### src/hw/apso_defs.svh
// Constants of the parallel sample output block
// Summary of operation
// (RL1) Start a conversion on every sample-clock rise.
// (RL2) Sample appears three sample-clock cycles after start.
// (RL3) Word and overrange change together, strobe falls.
// (RL4) Overrange high when input exceeded full scale.
// (RL5) Word bit 0 is LSB, bit 13 MSB.
// (RL6) Output word is signed two's complement.
// (RL7) Sample clock period 9.5 ns, phases 4.75 ns.
// (RL8) Receiver latches word and flag on strobe rise.
`ifndef APSO_DEFS_SVH
`define APSO_DEFS_SVH
`define APSO_WORD_W       14
`define APSO_LATENCY      3
`define APSO_FIFO_DEPTH   32
`define APSO_CLK_NS       5
`define APSO_MIN_PER_PS   9500
`define APSO_MIN_PHASE_PS 4750
`define APSO_MIN_PER_CYC  ((`APSO_MIN_PER_PS + `APSO_CLK_NS*1000 - 1) / (`APSO_CLK_NS*1000))
`define APSO_MIN_PH_CYC   ((`APSO_MIN_PHASE_PS + `APSO_CLK_NS*1000 - 1) / (`APSO_CLK_NS*1000))
`endif

### src/hw/apso_fifo.sv
// Parameterised flip-flop FIFO with valid and ready on both sides
`timescale 1ns/1ps
module apso_fifo #(
   parameter int WIDTH = 15,
   parameter int DEPTH = 32
) (
   // Clock and reset
   input  wire logic             i_sys_clk,
   input  wire logic             i_nrst,
   // Fill side
   input  wire logic             i_in_valid,
   output logic                  o_in_ready,
   input  wire logic [WIDTH-1:0] i_in_data,
   // Drain side
   output logic                  o_out_valid,
   input  wire logic             i_out_ready,
   output logic      [WIDTH-1:0] o_out_data
);
   localparam int AW = $clog2(DEPTH);
   logic [WIDTH-1:0] mem_q [DEPTH];       // Storage
   logic [AW-1:0]    wr_q;                // Write index
   logic [AW-1:0]    rd_q;                // Read index
   logic [AW:0]      cnt_q;               // Fill level
   logic             push;
   logic             pop;

   assign o_in_ready  = (cnt_q != (AW+1)'(DEPTH));
   assign o_out_valid = (cnt_q != '0);
   assign o_out_data  = mem_q[rd_q];
   assign push        = i_in_valid & o_in_ready;
   assign pop         = o_out_valid & i_out_ready;

   // Storage write, no reset needed on data
   always_ff @(posedge i_sys_clk)
   begin
      if (push)
      begin
         mem_q[wr_q] <= i_in_data;
      end
   end

   // Indices and level
   always_ff @(posedge i_sys_clk or negedge i_nrst)
   begin
      if (!i_nrst)
      begin
         wr_q  <= '0;
         rd_q  <= '0;
         cnt_q <= '0;
      end
      else
      begin
         if (push)
         begin
            wr_q <= (wr_q == AW'(DEPTH-1)) ? '0 : wr_q + AW'(1);
         end
         if (pop)
         begin
            rd_q <= (rd_q == AW'(DEPTH-1)) ? '0 : rd_q + AW'(1);
         end
         cnt_q <= cnt_q + (AW+1)'(push) - (AW+1)'(pop);
      end
   end
endmodule

### src/hw/apso_pipe.sv
// Conversion latency pipeline advanced on sample-clock rises
`timescale 1ns/1ps
module apso_pipe #(
   parameter int WIDTH   = 15,
   parameter int LATENCY = 3
) (
   // Clock and reset
   input  wire logic             i_sys_clk,
   input  wire logic             i_nrst,
   // Advance strobe and data
   input  wire logic             i_adv,
   input  wire logic [WIDTH-1:0] i_data,
   output logic      [WIDTH-1:0] o_data
);
   logic [WIDTH-1:0] stage_q [LATENCY];   // Pipeline stages

   // One stage per sample-clock cycle of latency
   generate
      for (genvar g = 0; g < LATENCY; g++)
      begin : g_stage
         always_ff @(posedge i_sys_clk or negedge i_nrst)
         begin
            if (!i_nrst)
            begin
               stage_q[g] <= '0;
            end
            else if (i_adv)
            begin
               stage_q[g] <= (g == 0) ? i_data : stage_q[(g == 0) ? 0 : g-1]; // RL2
            end
         end
      end
   endgenerate

   assign o_data = stage_q[LATENCY-1];
endmodule

### src/hw/apso_top.sv
// Parallel sample output side of a pipelined sampling converter
`timescale 1ns/1ps
`include "apso_defs.svh"
module apso_top #(
   parameter int WIDTH      = `APSO_WORD_W,
   parameter int LATENCY    = `APSO_LATENCY,
   parameter int FIFO_DEPTH = `APSO_FIFO_DEPTH
) (
   // System clock and reset
   input  wire logic              i_sys_clk,
   input  wire logic              i_nrst,
   // Sample clock from the receiver (asynchronous)
   input  wire logic              i_sample_clk,
   // Quantised analog value and overrange indication
   input  wire logic [WIDTH-1:0]  i_analog_code,
   input  wire logic              i_analog_over,
   // Parallel sample output
   output logic      [WIDTH-1:0]  o_sample_word,
   output logic                   o_overrange_flag,
   output logic                   o_sample_valid_strobe,
   // Status
   output logic                   o_fifo_full,
   output logic                   o_clk_too_fast
);
   localparam int SW = WIDTH + 1;
   localparam int CW = 8;

   logic [2:0]    clk_sync_q;             // Three-stage sampler
   logic          clk_lvl_q;              // Agreed level
   logic          rise;                   // Sample-clock rise
   logic          fall;                   // Sample-clock fall
   logic [CW-1:0] per_cnt_q;              // Cycles since last rise
   logic [CW-1:0] ph_cnt_q;               // Cycles since last edge
   logic [SW-1:0] cap_q;                  // Captured sample
   logic          cap_vld_q;              // Capture pending for FIFO
   logic          in_ready;
   logic          out_valid;
   logic [SW-1:0] out_data;
   logic [SW-1:0] pipe_out;
   logic          pop;

   // Synchronise sample clock; middle and last stages must agree
   always_ff @(posedge i_sys_clk or negedge i_nrst)
   begin
      if (!i_nrst)
      begin
         clk_sync_q <= 3'h0;
         clk_lvl_q  <= 1'b0;
      end
      else
      begin
         clk_sync_q <= {clk_sync_q[1:0], i_sample_clk};
         if (clk_sync_q[1] == clk_sync_q[2])
         begin
            clk_lvl_q <= clk_sync_q[2];
         end
      end
   end

   assign rise = (clk_sync_q[1] == clk_sync_q[2]) & clk_sync_q[2] & ~clk_lvl_q;
   assign fall = (clk_sync_q[1] == clk_sync_q[2]) & ~clk_sync_q[2] & clk_lvl_q;

   // Capture a new sample on each rise; this is the start of conversion
   always_ff @(posedge i_sys_clk or negedge i_nrst)
   begin
      if (!i_nrst)
      begin
         cap_q     <= '0;
         cap_vld_q <= 1'b0;
      end
      else
      begin
         if (rise)
         begin
            // Word keeps bit 0 as LSB; input already two's complement
            cap_q     <= {i_analog_over, i_analog_code}; // RL1 RL4 RL5 RL6
            cap_vld_q <= 1'b1;                           // RL1
         end
         else if (in_ready)
         begin
            cap_vld_q <= 1'b0;
         end
      end
   end

   // Elastic store between capture and the latency pipe
   apso_fifo #(
      .WIDTH (SW),
      .DEPTH (FIFO_DEPTH)
   ) u_fifo (
      .i_sys_clk   (i_sys_clk),
      .i_nrst      (i_nrst),
      .i_in_valid  (cap_vld_q),
      .o_in_ready  (in_ready),
      .i_in_data   (cap_q),
      .o_out_valid (out_valid),
      .i_out_ready (rise),
      .o_out_data  (out_data)
   );

   // Drain only on a rise; an empty store feeds zero
   assign pop = rise & out_valid;

   // Latency pipe advanced once per sample-clock rise
   apso_pipe #(
      .WIDTH   (SW),
      .LATENCY (LATENCY - 1)
   ) u_pipe (
      .i_sys_clk (i_sys_clk),
      .i_nrst    (i_nrst),
      .i_adv     (rise),
      .i_data    (pop ? out_data : '0),
      .o_data    (pipe_out)
   );

   // Word and flag change together at the rise, strobe falls there
   always_ff @(posedge i_sys_clk or negedge i_nrst)
   begin
      if (!i_nrst)
      begin
         o_sample_word         <= '0;
         o_overrange_flag      <= 1'b0;
         o_sample_valid_strobe <= 1'b0;
      end
      else
      begin
         if (rise)
         begin
            o_sample_word         <= pipe_out[WIDTH-1:0]; // RL2 RL3
            o_overrange_flag      <= pipe_out[WIDTH];     // RL3 RL4
            o_sample_valid_strobe <= 1'b0;                // RL3
         end
         else if (fall)
         begin
            // Strobe rises mid-cycle so data is stable at its edge
            o_sample_valid_strobe <= 1'b1;
         end
      end
   end

   // Watch the supplied clock against its minimum period and phase
   always_ff @(posedge i_sys_clk or negedge i_nrst)
   begin
      if (!i_nrst)
      begin
         per_cnt_q      <= '1;
         ph_cnt_q       <= '1;
         o_clk_too_fast <= 1'b0;
         o_fifo_full    <= 1'b0;
      end
      else
      begin
         o_fifo_full <= ~in_ready;
         if (rise | fall)
         begin
            ph_cnt_q <= '0;
         end
         else if (ph_cnt_q != '1)
         begin
            ph_cnt_q <= ph_cnt_q + CW'(1);
         end
         if (rise)
         begin
            per_cnt_q <= '0;
         end
         else if (per_cnt_q != '1)
         begin
            per_cnt_q <= per_cnt_q + CW'(1);
         end
         // Sticky flag; resolution is one system clock
         // A saturated count means no recent edge; without the guard it wraps to zero
         if ((rise | fall) && (ph_cnt_q != '1) && (ph_cnt_q + CW'(1) < CW'(`APSO_MIN_PH_CYC)))
         begin
            o_clk_too_fast <= 1'b1; // RL7
         end
         if (rise && (per_cnt_q != '1) && (per_cnt_q + CW'(1) < CW'(`APSO_MIN_PER_CYC)))
         begin
            o_clk_too_fast <= 1'b1; // RL7
         end
      end
   end
endmodule

### config.mk
export PLATFORM = sky130hd
export DESIGN_NAME = apso_top
export DESIGN_NICKNAME = d
export VERILOG_FILES = /design/src/hw/apso_fifo.sv /design/src/hw/apso_pipe.sv /design/src/hw/apso_top.sv
export VERILOG_INCLUDE_DIRS = /design/src /design/src/hw
export SDC_FILE = /design/constraint.sdc
export NUM_CORES = 1
export LEC_CHECK = 0
export BUFFER_PORTS_ARGS = -buffer_cell sky130_fd_sc_hd__buf_2
export CAP_MARGIN = 20
export CELL_PAD_IN_SITES_DETAIL_PLACEMENT = 1
export CELL_PAD_IN_SITES_GLOBAL_PLACEMENT = 1
export CORE_UTILIZATION = 41
export DETAILED_ROUTE_END_ITERATION = 16
export GPL_TIMING_DRIVEN = 0
export PLACE_DENSITY_LB_ADDON = 0.2
export SLEW_MARGIN = 20
export SYNTH_ARGS = -nofsm -noshare
export SYNTH_HDL_FRONTEND = slang
export SYNTH_SLANG_ARGS = --single-unit
### constraint.sdc
create_clock -name i_sys_clk -period 3.3 [get_ports i_sys_clk]
set_clock_uncertainty 0.05 [all_clocks]
set_input_delay 0.165 -clock i_sys_clk [delete_from_list [all_inputs] [get_ports i_sys_clk]]
set_output_delay 0.165 -clock i_sys_clk [all_outputs]
set_load 0.02 [all_outputs]
=== Word level (Yosys, flattened, before mapping) ===
Memories as Yosys holds them, arrays and structs flattened.
Cells that the tools add are included.

* Bits in registers: 100
* Latch bits: 0
* RAM bits: 480
* Memory bits (read-only): 0
* Bits of input ports: 18
* Output and inout bits: 18
* Word-level logic and storage cells: 66
* Memories kept: 1

* $add $sub $neg: 6
* $mul: 0
* Divide/modulo/power cells: 0
* Order comparisons: 2
* Eq/ne operators: 6
* Shifts and indexed selects: 0
* Mux-type cells: 15
* Bitwise logic cells: 10
* Reductions and logical operators: 10

{| class="wikitable"
|+ Memory list
! memory !! depth !! width !! rd ports !! clocked after memory_dff !! wr ports !! line !! source
|-
| u_fifo.mem_q || 32 || 15 || 1 || 0 || 1 || apso_fifo.sv:20 || <nowiki>logic [WIDTH-1:0] mem_q [DEPTH];</nowiki>
|}

{| class="wikitable"
|+ Operators by type and width
! operator !! count
|-
| $mux 8 || 4
|-
| $add 8x1->8 const B || 2
|-
| $ne 8x8->1 const B || 2
|-
| $mux 15 || 1
|-
| $add 5x1->5 const B || 2
|-
| $eq 5x5->1 const B || 2
|-
| $mux 5 || 2
|-
| $reduce_bool 2->1 || 5
|-
| $lt 8x1->1 const B || 1
|-
| $lt 8x2->1 const B || 1
|-
| $mux 1 || 8
|-
| $add 6x1->6 || 1
|-
| $and 1x1->1 || 6
|-
| $ne 6x6->1 const B || 1
|-
| $reduce_bool 6->1 || 1
|-
| $sub 6x1->6 || 1
|-
| $logic_and 1x1->1 || 4
|-
| $not 1->1 || 3
|-
| $eq 1x1->1 || 1
|-
| $or 1x1->1 || 1
|}

=== Longest topological paths before layout ===
Gate-level depths: netlist (run 1).

* Depth in word-level cells: 8
* Gate-level depth with buffers: 13
* Gate-level depth less buffers: 12

=== Modules after synthesis ===
A second synthesis (run 1) with hierarchy kept.

* Cell total of the unflattened synthesis: 1,215
* Area, all modules: 23,187.2 µm²

{| class="wikitable"
|+ By module, submodules not included
! module !! instances !! cells each !! area each (µm²) !! seq. area each (µm²)
|-
| apso_fifo || 1 || 939 || 19,427.4 || 14,814.2
|-
| apso_top || 1 || 198 || 2,412.3 || 1,371.3
|-
| apso_pipe || 1 || 78 || 1,347.5 || 750.7
|}

=== Least setup slack after synthesis (run 1) ===
Ideal clock, no wire load.

* Path kind: register to register
* From: register clk_sync_q[1]
* To: register u_fifo.cnt_q[4]
* Setup time: 0.080 ns
* Arrival: 2.554 ns
* Data required time: 3.170 ns
* Slack: 0.617 ns
* Cell stages (with the launch flop): 14
* Buffers on the path: 1
* Clock period less this slack: 2.683 ns
* Path through: dfrtp_1 ha_1 nand2b_1 a41o_1 buf_1 inv_2 ha_1 inv_1 ha_1 fa_1 a21oi_1 nor2_1 nor2_1 xnor2_1

* Cells in the longest elaborated chain, start to end: 5

{| class="wikitable"
|+ RTL lines
! element !! line !! source
|-
| start, declared || apso_top.sv:28 || <nowiki>logic [2:0] clk_sync_q;</nowiki>
|-
| start signal, assigned || apso_top.sv:52 || <nowiki>clk_sync_q <= {clk_sync_q[1:0], i_sample_clk};</nowiki>
|-
| $eq 1x1->1 || apso_top.sv:60 || <nowiki>assign rise = (clk_sync_q[1] == clk_sync_q[2]) & clk_sync_q[2] & ~clk_lvl_q;</nowiki>
|-
| $and 1x1->1 (2 in a row) || apso_top.sv:60 ||
|-
| $and 1x1->1 || - ||
|-
| via pop || apso_top.sv:40 || <nowiki>logic pop;</nowiki>
|-
| $sub 6x1->6 || apso_fifo.sv:61 || <nowiki>cnt_q <= cnt_q + (AW+1)'(push) - (AW+1)'(pop);</nowiki>
|-
| end signal, assigned || apso_fifo.sv:61 ||
|-
| end, declared || apso_fifo.sv:23 || <nowiki>logic [AW:0] cnt_q;</nowiki>
|}

The timed path passes the listed nets, and every way through them passes these cells.
A chain may end at the register's enable or synchronous reset.

=== Final worst setup path (run 1) ===
* From: register u_fifo.rd_q[1]
* To: register u_pipe.stage_q[23] in the netlist's numbering

* Cells in the longest elaborated chain, start to end: 2

{| class="wikitable"
|+ RTL lines
! element !! line !! source
|-
| start, declared || apso_fifo.sv:22 || <nowiki>logic [AW-1:0] rd_q;</nowiki>
|-
| start signal, assigned || apso_fifo.sv:59 || <nowiki>rd_q <= (rd_q == AW'(DEPTH-1)) ? '0 : rd_q + AW'(1);</nowiki>
|-
| $mem_v2 32x15 || - ||
|-
| $mux 15 || apso_top.sv:112 || <nowiki>.i_data (pop ? out_data : '0),</nowiki>
|-
| end signal, assigned by index || apso_pipe.sv:29 || <nowiki>stage_q[g] <= (g == 0) ? i_data : stage_q[(g == 0) ? 0 : g-1];</nowiki>
|-
| end, declared || apso_pipe.sv:15 || <nowiki>logic [WIDTH-1:0] stage_q [LATENCY];</nowiki>
|}

No other way between the ends.

==> impl_metrics.csv, run 1 <==
group,metric,value,unit
detailed_routing,ant_nets,0,
grt,met1_usage,29.17,%
finish,drive_gt1_share,22.48,%
sta,fin_tns_setup,0,ns
power_and_ir_drop,p_per_area,807.3,mW/mm^2
synthesis,yosysUniqueCellTypes,51,
clocking,tritoncts,"yes",
setup_path,r2r_slack,0.15,ns
sta,period_needed,3.155,ns
clocking,cts.sinks,580,
clocking,root_buffer,"clkbuf_16",
grt,grt_max_degree,76,
sta,tightest_slew,0.8912,ns
placement,placedCellCount,2171,
setup_path,critPathLaunchType,"flop",
grt,antenna_found_initial,1,
synthesis,ys_seq_elements,580,
clocking,clk_latency,0.62,ns
clocking,clk_pin_slew,0.06,ns
die,die_area,0.05750,mm^2
finish,area_growth,15.95,%
detailed_routing,drc_errors,0,
setup_path,crit_required,3.73,ns
synthesis,synth_edf_count,480,
power_and_ir_drop,p_leak,0.009646,uW
synthesis,ys_seq_area_share,73.06,%
die,die_h,239.8,um
clocking,cts_inserted_buffers,59,
grt,grt_usage,20.68,%
die,core-area,0.05552,mm^2
min_path,hp-class,"in -> async",
run,drv_cap,0,
power_and_ir_drop,ir_worst_vdd,0.4529,mV
die,initial_core_util,41.75,%
grt,grt_pass1_vias,13130,
status,outcome,"complete, no violations",
sta,rsz0062_at_grt,"false",
sta,fin_crit_sh,95.59,%
setup_path,reg2reg_to,"u_pipe.stage_q[23]",
placement,gp_congestion,0.7933,
detailed_routing,drt_iter0_drc,856,
detailed_routing,wl,57700,um
setup_path,worstReg2RegStart,"u_fifo.rd_q[1]",
detailed_routing,viasPerCell,5.387,
synthesis,synthArstFlopShare,17.24,%
finish,layout.nets,1541,
grt,grt.overflow.total,0,
synthesis,yosysWarnings,0,
grt,met2_usage,32.56,%
grt,grt_pass1_wl,85860,um
placement,io_buffers,35,
clocking,htree_levels,2,
synthesis,syn_area,0.02318,mm^2
setup_path,cp-end-kind,"flop",
synthesis,syn-num-nets,1400,
sta,drv_slew,0,
setup_path,cp_max_fo,10,
die,rows,86,
setup_path,r2r_cells,7,
grt,grt.busiest_layer,"met2",
clocking,clockBufferDepth,3,
grt,grtUsageMet3,2.893,%
synthesis,synth_top_area_share,62.18,%
placement,hpwl,38430,um
die,io_pins,36,
sta,timing.fmax,0.3170,GHz
synthesis,postSynthAreaPerCell,17.03,um^2
detailed_routing,via_count,12380,
finish,final_cells,2297,
detailed_routing,first_pass_iters,5,
synthesis,netlist_instances,1361,
setup_path,cp_data_arrival_time,3.59,ns
detailed_routing,wl_per_cell,25.12,um
synthesis,yosys.area.top_type,"edfxtp_1",
sta,setup_viol,0,
sta,hold_viol,0,
synthesis,synth_area_leaders,"edfxtp_1 (62%), dfrtp_1 (9.1%), mux4_2 (5.8%), mux2i_1 (5.4%), nand2_1 (3.0%)",
setup_path,worstSetupPathType,"reg -> reg",
sta,slew_headroom,40.52,%
die,die_x,239.8,um
synthesis,yosys_most_used_dff,"edfxtp_1",
## cell type report
cell class | instances | area [um^2]
fillers | 5313 | 28640
flip-flops and latches | 580 | 16960
multi-input cells | 696 | 5843
clock buffers | 75 | 1589
well taps | 748 | 935.9
repair buffers | 80 | 724.4
plain buffers | 70 | 429.2
clock inverters | 32 | 345.3
inverters | 15 | 56.30
diodes | 1 | 2.502
## where the power goes
| group | switching, uW | total, uW | internal, uW | leakage, uW |
|---|---|---|---|---|
| sequential | 845 | 9730 | 8880 | 0.00554 |
| combinational | 3100 | 5220 | 2120 | 0.00316 |
| clock | 2820 | 6750 | 3940 | 0.000951 |
## kinds of logic (layout without fill, tap and decap cells)
| kind of cell | count (synthesis) | in the layout | synth area share, % |
|---|---|---|---|
| compound gates | 164 | 164 | 5.581 |
| buf+inv | 85 | 272 | 2.089 |
| simple gates | 297 | 297 | 5.457 |
| mux | 200 | 200 | 12.12 |
| other cells | 0 | 1 | 0 |
| fa+ha+maj | 21 | 21 | 1.166 |
| xor+xnor | 14 | 14 | 0.5289 |
| flops | 580 | 580 | 73.06 |
## layout by cell type, fill, tap and decap left out, types with 14 or more instances in the layout
cell type	instances
nor2_2	32
a22o_1	15
ha_1	20
nor2b_1	18
mux4_2	60
buf_2	45
dfrtp_1	69
dlygate4sd3_1	18
edfxtp_1	480
buf_6	29
a21oi_1	55
mux2i_1	124
clkinv_2	14
nand3_1	14
nor2_1	19
dfstp_2	16
clkbuf_1	45
nand2_1	183
clkbuf_16	61
dfrtp_2	15
a22oi_1	32
## state kept, by name (all words and copies together) (netlist names)
| name | cells |
|---|---|
| u_fifo.mem_q | 480 |
| cap_q | 15 |
| u_pipe.o_data | 15 |
| u_pipe.stage_q | 15 |
| o_sample_word | 14 |
| per_cnt_q | 8 |
| ph_cnt_q | 8 |
| u_fifo.cnt_q | 6 |
| u_fifo.rd_q | 5 |
| u_fifo.wr_q | 5 |
| clk_sync_q | 3 |
| cap_vld_q | 1 |
| clk_lvl_q | 1 |
| o_clk_too_fast | 1 |
| o_fifo_full | 1 |
| o_overrange_flag | 1 |
| o_sample_valid_strobe | 1 |
## synth_stat cells, drive strengths merged (14+ instances only)
master    n
dfstp    16
nand3    14
a22o     15
mux2     16
nand2   183
mux2i   124
dfrtp    84
ha       20
nor2b    18
edfxtp  480
a221oi   15
mux4     60
clkbuf   32
buf      38
nor2     51
a21oi    55
inv      15
a22oi    32
## layer usage
layer  part of all wire (%)  vias to the layer above
met2                     47                      244
li1                       -                     5534
met3                    3.8                       78
met1                     46                     6519
met4                    3.4                        0
met5                      0                        -
## critical path, stage by stage (launching register included)
cell and delay [ns]:
dfrtp_1 0.42, buf_2 0.24, buf_4 0.24, nor2_1 0.35
clkbuf_1 0.61, a21oi_1 0.27, a221oi_2 0.65, o41ai_2 0.16
## worst max-delay path by stage
| stage | start | endpoint | slack, ns | depth (start not counted) |
|---|---|---|---|---|
| floorplan | clk_sync_q[1] | u_fifo.cnt_q[4] | 0.62 | 13 |
| global placement | u_fifo.cnt_q[2] | u_fifo.mem_q[1][6] | -0.22 | 7 |
| detailed placement | clk_sync_q[1] | u_fifo.cnt_q[5] | -0.22 | 13 |
| CTS | clk_sync_q[1] | u_fifo.cnt_q[5] | 0.02 | 13 |
| global route | u_fifo.cnt_q[2] | u_fifo.mem_q[21][11] | 0.03 | 7 |
| finish | u_fifo.rd_q[1] | u_pipe.stage_q[23] | 0.15 | 7 |
## stage by stage
step           hold slack [ns]  power (uW)  util, %  worst slack (ns)  cell area [um^2]
2_1_floorplan          -0.1806       12980        -            0.6166             23180
3_3_place_gp            0.2262       14910    43.75           -0.2233             24290
3_5_place_dp          0.004156       15140    44.59           -0.2218             24760
4_1_cts                0.08044       21900    48.40           0.02201             26870
5_1_grt                 0.1212       22520    48.41           0.02698             26880
6_report                0.1096       21700    48.41            0.1454             26880
## what timing repair did
item | 4_1_cts | 5_1_grt
buffers inserted | 0 | 0
cloned | 0 | 0
resized for setup | 1 | 1
pin swaps | 0 | 0
endpoints found under the setup margin | 3 | 2
hold buffers | 18 | 0
endpoints found under the hold margin | 116 | 0
No activity file was read; power rests on OpenSTA's default activity.
==> run 2, diff against run 1 <==
- CTS_BUF_LIST: unset -> sky130_fd_sc_hd__clkbuf_8
==> impl_metrics.csv, run 2 (same netlist as run 1, synthesis figures left out) <==
group,metric,value,unit
power_and_ir_drop,p_per_area,777.4,mW/mm^2
detailed_routing,first_pass_iters,5,
clocking,clockBufferDepth,3,
power_and_ir_drop,p_leak,0.009743,uW
finish,regArea,0.01696,mm^2
setup_path,path_depth,13,
setup_path,worstSetupStartpoint,"clk_sync_q[1]",
setup_path,crit_required,3.86,ns
sta,tightest_slew,0.8783,ns
sta,fin_crit_sh,96.47,%
grt,grt.overflow.total,0,
detailed_routing,via_count,12520,
finish,num-fill-cells,5382,
placement,pre_cts_slack,-0.2218,ns
setup_path,crit_family,"compound AO/OA/AOI/OAI gates",
clocking,clk_pin_slew,0.06,ns
min_path,hp-class,"in -> reg",
setup_path,cpMostUsedCell,"ha_1",
clocking,root_buffer,"clkbuf_8",
clocking,tritoncts,"yes",
setup_path,crit_end,"u_fifo.cnt_q[5]",
finish,top_register,"u_fifo.mem_q",
clocking,cts.sinks,580,
die,rows,86,
clocking,cts_inserted_buffers,98,
sta,fin_tns_setup,0,ns
finish,final_common_cell,"edfxtp_1",
detailed_routing,viasPerCell,5.290,
sta,timing.fmax,0.3141,GHz
setup_path,cp_cell_sequence,"ha_1 -> nand2b_1 -> a41o_2 -> buf_2 -> inv_2 -> ha_1 -> inv_1 -> ha_1 -> a21o_1 -> a21oi_1 -> o21bai_1 -> a21oi_1 -> xor2_1",
placement,gp_congestion,0.7933,
setup_path,r2r_cells,13,
die,die_area,0.05750,mm^2
finish,layout.nets,1581,
finish,finalInstanceArea,0.02671,mm^2
setup_path,cp_max_fo,10,
sta,setup_viol,0,
setup_path,cp_slowest_stage_delay,0.41,ns
sta,rsz0062_at_grt,"false",
finish,multi_input_area,0.005843,mm^2
placement,hpwl,38430,um
run,drv_cap,0,
die,core-area,0.05552,mm^2
setup_path,worstSetupPathType,"reg -> reg",
sta,slew_headroom,41.38,%
setup_path,worstReg2RegStart,"clk_sync_q[1]",
detailed_routing,ant_nets,0,
detailed_routing,wl,57670,um
sta,hold_viol,0,
die,die_x,239.8,um
setup_path,cp-end-kind,"flop",
grt,grt_max_degree,76,
grt,antenna_found_initial,1,
setup_path,critPathLaunchType,"flop",
die,initial_core_util,41.75,%
setup_path,crit_buf_inv,3,
setup_path,cp_slowest_cell,"dfrtp_1",
detailed_routing,drt_iter0_drc,818,
finish,largest_register_ffs,480,
setup_path,reg2reg_to,"u_fifo.cnt_q[5]",
grt,grt_pass1_wl,86410,um
sta,fin_ws,0.1165,ns
die,die_h,239.8,um
placement,io_buffers,35,
grt,grt_pass1_vias,13490,
status,outcome,"complete, no violations",
finish,drive_gt1_share,23.33,%
detailed_routing,wl_per_cell,24.37,um
finish,area_growth,15.23,%
power_and_ir_drop,ir_worst_vdd,0.5003,mV
sta,drv_slew,0,
finish,most-common-layout-cells,"edfxtp_1 (480), nand2_1 (183), mux2i_1 (124)",
clocking,post_cts_buffers,0,
clocking,htree_levels,3,
setup_path,r2r_slack,0.12,ns
detailed_routing,drc_errors,0,
die,io_pins,36,
clocking,clk_latency,0.69,ns
setup_path,cp_data_arrival_time,3.74,ns
placement,dpl_cell_area,0.02476,mm^2
sta,period_needed,3.183,ns
grt,grt_usage,20.82,%
==> run 2: changes by cell type in the layout (fill, tap and decap cells not counted), sizes merged <==
cell and delta:
dlygate4sd3 +1, clkinv +3, bufinv -6, inv +43, diode +1, clkbuf +27
==> run 2: repair_timing <==
item                                    CTS  global route
gates resized for setup                   1             1
hold buffers                             19             0
endpoints found under the setup margin    3             2
hold endpoints to repair                116             0
==> run 2: power breakdown <==
group / internal [uW] / switching, uW / leakage (uW)
logic: 2120 / 3090 / 0.00316
registers: 8890 / 844 / 0.00554
clock network: 2940 / 2880 / 0.00104
total: 13900 / 6820 / 0.00974
==> run 2: cell type report <==
cell class | count | area share (%)
sequential | 580 | 63.47
multi-input combinational | 696 | 21.87
clock buffer | 102 | 5.256
tap | 748 | 3.504
timing repair buffer | 81 | 2.750
buffer | 70 | 1.607
clock inverter | 72 | 1.307
inverter | 15 | 0.2108
antenna | 2 | 0.01874
==> run 2: worst min-delay path by stage <==
stage / cells after the start / from / endpoint
after global placement: 1 / i_sample_clk / clk_sync_q[0]
after floorplan: 0 / i_nrst / cap_q[0]
final: 2 / i_sample_clk / clk_sync_q[0]
after detailed placement: 1 / i_nrst / o_clk_too_fast
after global routing: 2 / i_sample_clk / clk_sync_q[0]
after CTS: 2 / i_sample_clk / clk_sync_q[0]
==> run 2: stage by stage <==
| stage | power [uW] | cells | utilization (%) | hold WS [ns] |
|---|---|---|---|---|
| 6_report | 20770 | 2366 | 48.11 | 0.1020 |
| 5_1_grt | 21670 | 2364 | 48.10 | 0.06803 |
| 4_1_cts | 20990 | 2364 | 48.09 | 0.05463 |
| 3_5_place_dp | 15140 | 2171 | 44.59 | 0.004156 |
| 3_3_place_gp | 14910 | 2144 | 43.75 | 0.2262 |
| 2_1_floorplan | 12980 | 1361 | - | -0.1806 |
==> run 2: routing by layer <==
metal	up-vias	GRT usage [%]	share of wire, %
li1	5632	-	-
met4	0	8.236	3.4
met3	102	4.472	4.5
met1	6535	28.86	45
met5	-	0	0
met2	247	32.03	47
==> run 3, diff against run 2 <==
- PLACE_DENSITY_LB_ADDON: 0.2 -> 0.1
- RECOVER_POWER: unset -> 25
==> impl_metrics.csv, run 3 (same netlist as run 1, synthesis figures left out) <==
group,metric,value,unit
status,outcome,"complete, no violations",
placement,io_buffers,35,
sta,drv_slew,0,
finish,drive_gt1_share,23.15,%
grt,antenna_found_initial,1,
sta,fin_crit_sh,94.96,%
setup_path,r2r_slack,0.17,ns
min_path,min_from,"i_sample_clk",
sta,hold_viol,0,
finish,area_growth,15.00,%
sta,rsz0062_at_grt,"true",
setup_path,critPathLaunchType,"flop",
clocking,clk_pin_slew,0.06,ns
grt,grt_pass1_wl,86820,um
detailed_routing,drc_errors,0,
detailed_routing,ant_nets,0,
finish,final_common_cell,"edfxtp_1",
sta,setup_viol,0,
finish,top_register,"u_fifo.mem_q",
power_and_ir_drop,p_leak,0.009709,uW
clocking,cts_inserted_buffers,99,
die,die_area,0.05750,mm^2
finish,layout.nets,1576,
min_path,min_path_cells,2,
finish,final_cells,2369,
detailed_routing,wl,58410,um
setup_path,worstSetupPathType,"reg -> reg",
detailed_routing,drt_iter0_drc,788,
min_path,hp-class,"in -> reg",
detailed_routing,wl_per_cell,24.66,um
die,die_h,239.8,um
grt,grt.overflow.total,0,
die,io_pins,36,
power_and_ir_drop,p_total,20900,uW
clocking,clk_latency,0.71,ns
sta,period_needed,3.134,ns
power_and_ir_drop,p_per_area,784.0,mW/mm^2
clocking,cts.sinks,580,
power_and_ir_drop,ir_worst_vdd,0.3817,mV
setup_path,worstReg2RegStart,"u_fifo.rd_q[1]",
sta,tightest_slew,1.373,ns
run,drv_cap,0,
clocking,htree_levels,3,
grt,grt_pass1_vias,13470,
finish,largest_register_ffs,480,
setup_path,cp_max_fo,10,
die,rows,86,
detailed_routing,first_pass_iters,6,
detailed_routing,viasPerCell,5.220,
clocking,clockBufferDepth,3,
sta,timing.fmax,0.3191,GHz
clocking,tritoncts,"yes",
clocking,post_cts_buffers,0,
placement,hpwl,38560,um
die,core-area,0.05552,mm^2
sta,slew_headroom,8.490,%
finish,most-common-layout-cells,"edfxtp_1 (480), nand2_1 (183), mux2i_1 (124)",
sta,holdWs,0.08019,ns
setup_path,reg2reg_to,"u_pipe.stage_q[20]",
finish,postLayoutCoreUtil,48.01,%
finish,num-fill-cells,5435,
placement,gp_congestion,0.8005,
grt,grt_max_degree,73,
setup_path,cp_data_arrival_time,3.65,ns
die,die_x,239.8,um
clocking,root_buffer,"clkbuf_8",
detailed_routing,via_count,12370,
die,initial_core_util,41.75,%
grt,grt_usage,21.02,%
setup_path,crit_required,3.82,ns
min_path,hold_end,"clk_sync_q[0]",
setup_path,cp-end-kind,"flop",
placement,placedCellCount,2165,
setup_path,r2r_cells,7,
## run 3: worst max-delay path, cell delays in order (launching register included)
cell,delay (ns)
dfrtp_1,0.43
buf_2,0.32
nor2b_1,0.38
buf_2,0.36
buf_1,0.56
a22oi_1,0.14
a21oi_1,0.62
o41ai_2,0.10
## run 3: metal layers
metal	wire [um]	track usage [%]	vias to the layer above
met3	2110	3.895	73
met5	0	0	-
met4	1276	6.488	0
met1	27490	29.72	6450
li1	-	-	5617
met2	27530	32.93	225
## run 3: metrics by stage
step	worst slack (ns)	instance area [um^2]	setup TNS (ns)
global placement	-0.2534	24290	-54.65
finish	0.1664	26660	0
detailed placement	-0.1788	24660	-0.3193
global route	-0.06350	26660	-0.9967
floorplan	0.6166	23180	0
CTS	0.05647	26680	0
## run 3: cell type report
cell class	count	area (um^2)	area share, %
Sequential cell	580	16950	63.56
Multi-Input combinational cell	696	5853	21.96
Clock buffer	103	1418	5.318
Tap cell	748	935.9	3.511
Timing Repair Buffer	75	604.3	2.267
Buffer	70	429.2	1.610
Clock inverter	81	415.4	1.558
Inverter	15	56.30	0.2112
Antenna cell	1	2.502	0.009387
## run 3: worst max-delay path by stage
stage / start / end / cells after the start
3_5_place_dp: clk_sync_q[1] / u_fifo.cnt_q[4] / 13
3_3_place_gp: u_fifo.cnt_q[2] / u_fifo.mem_q[19][9] / 7
4_1_cts: clk_sync_q[1] / u_fifo.cnt_q[4] / 13
6_report: u_fifo.rd_q[1] / u_pipe.stage_q[20] / 7
5_1_grt: u_fifo.cnt_q[2] / u_fifo.mem_q[3][11] / 7
2_1_floorplan: clk_sync_q[1] / u_fifo.cnt_q[4] / 13
## run 3: repair_timing
| item | CTS | global route |
|---|---|---|
| hold endpoints to repair | 116 | 0 |
| hold buffers | 19 | 0 |
| gates resized for setup | 1 | 3 |
| setup endpoints to repair | 2 | 52 |
## run 3: report_power, final
part	switching, uW	leakage, uW	internal, uW
logic	3050	0.00310	2100
clock network	2990	0.00106	3010
registers	858	0.00555	8890
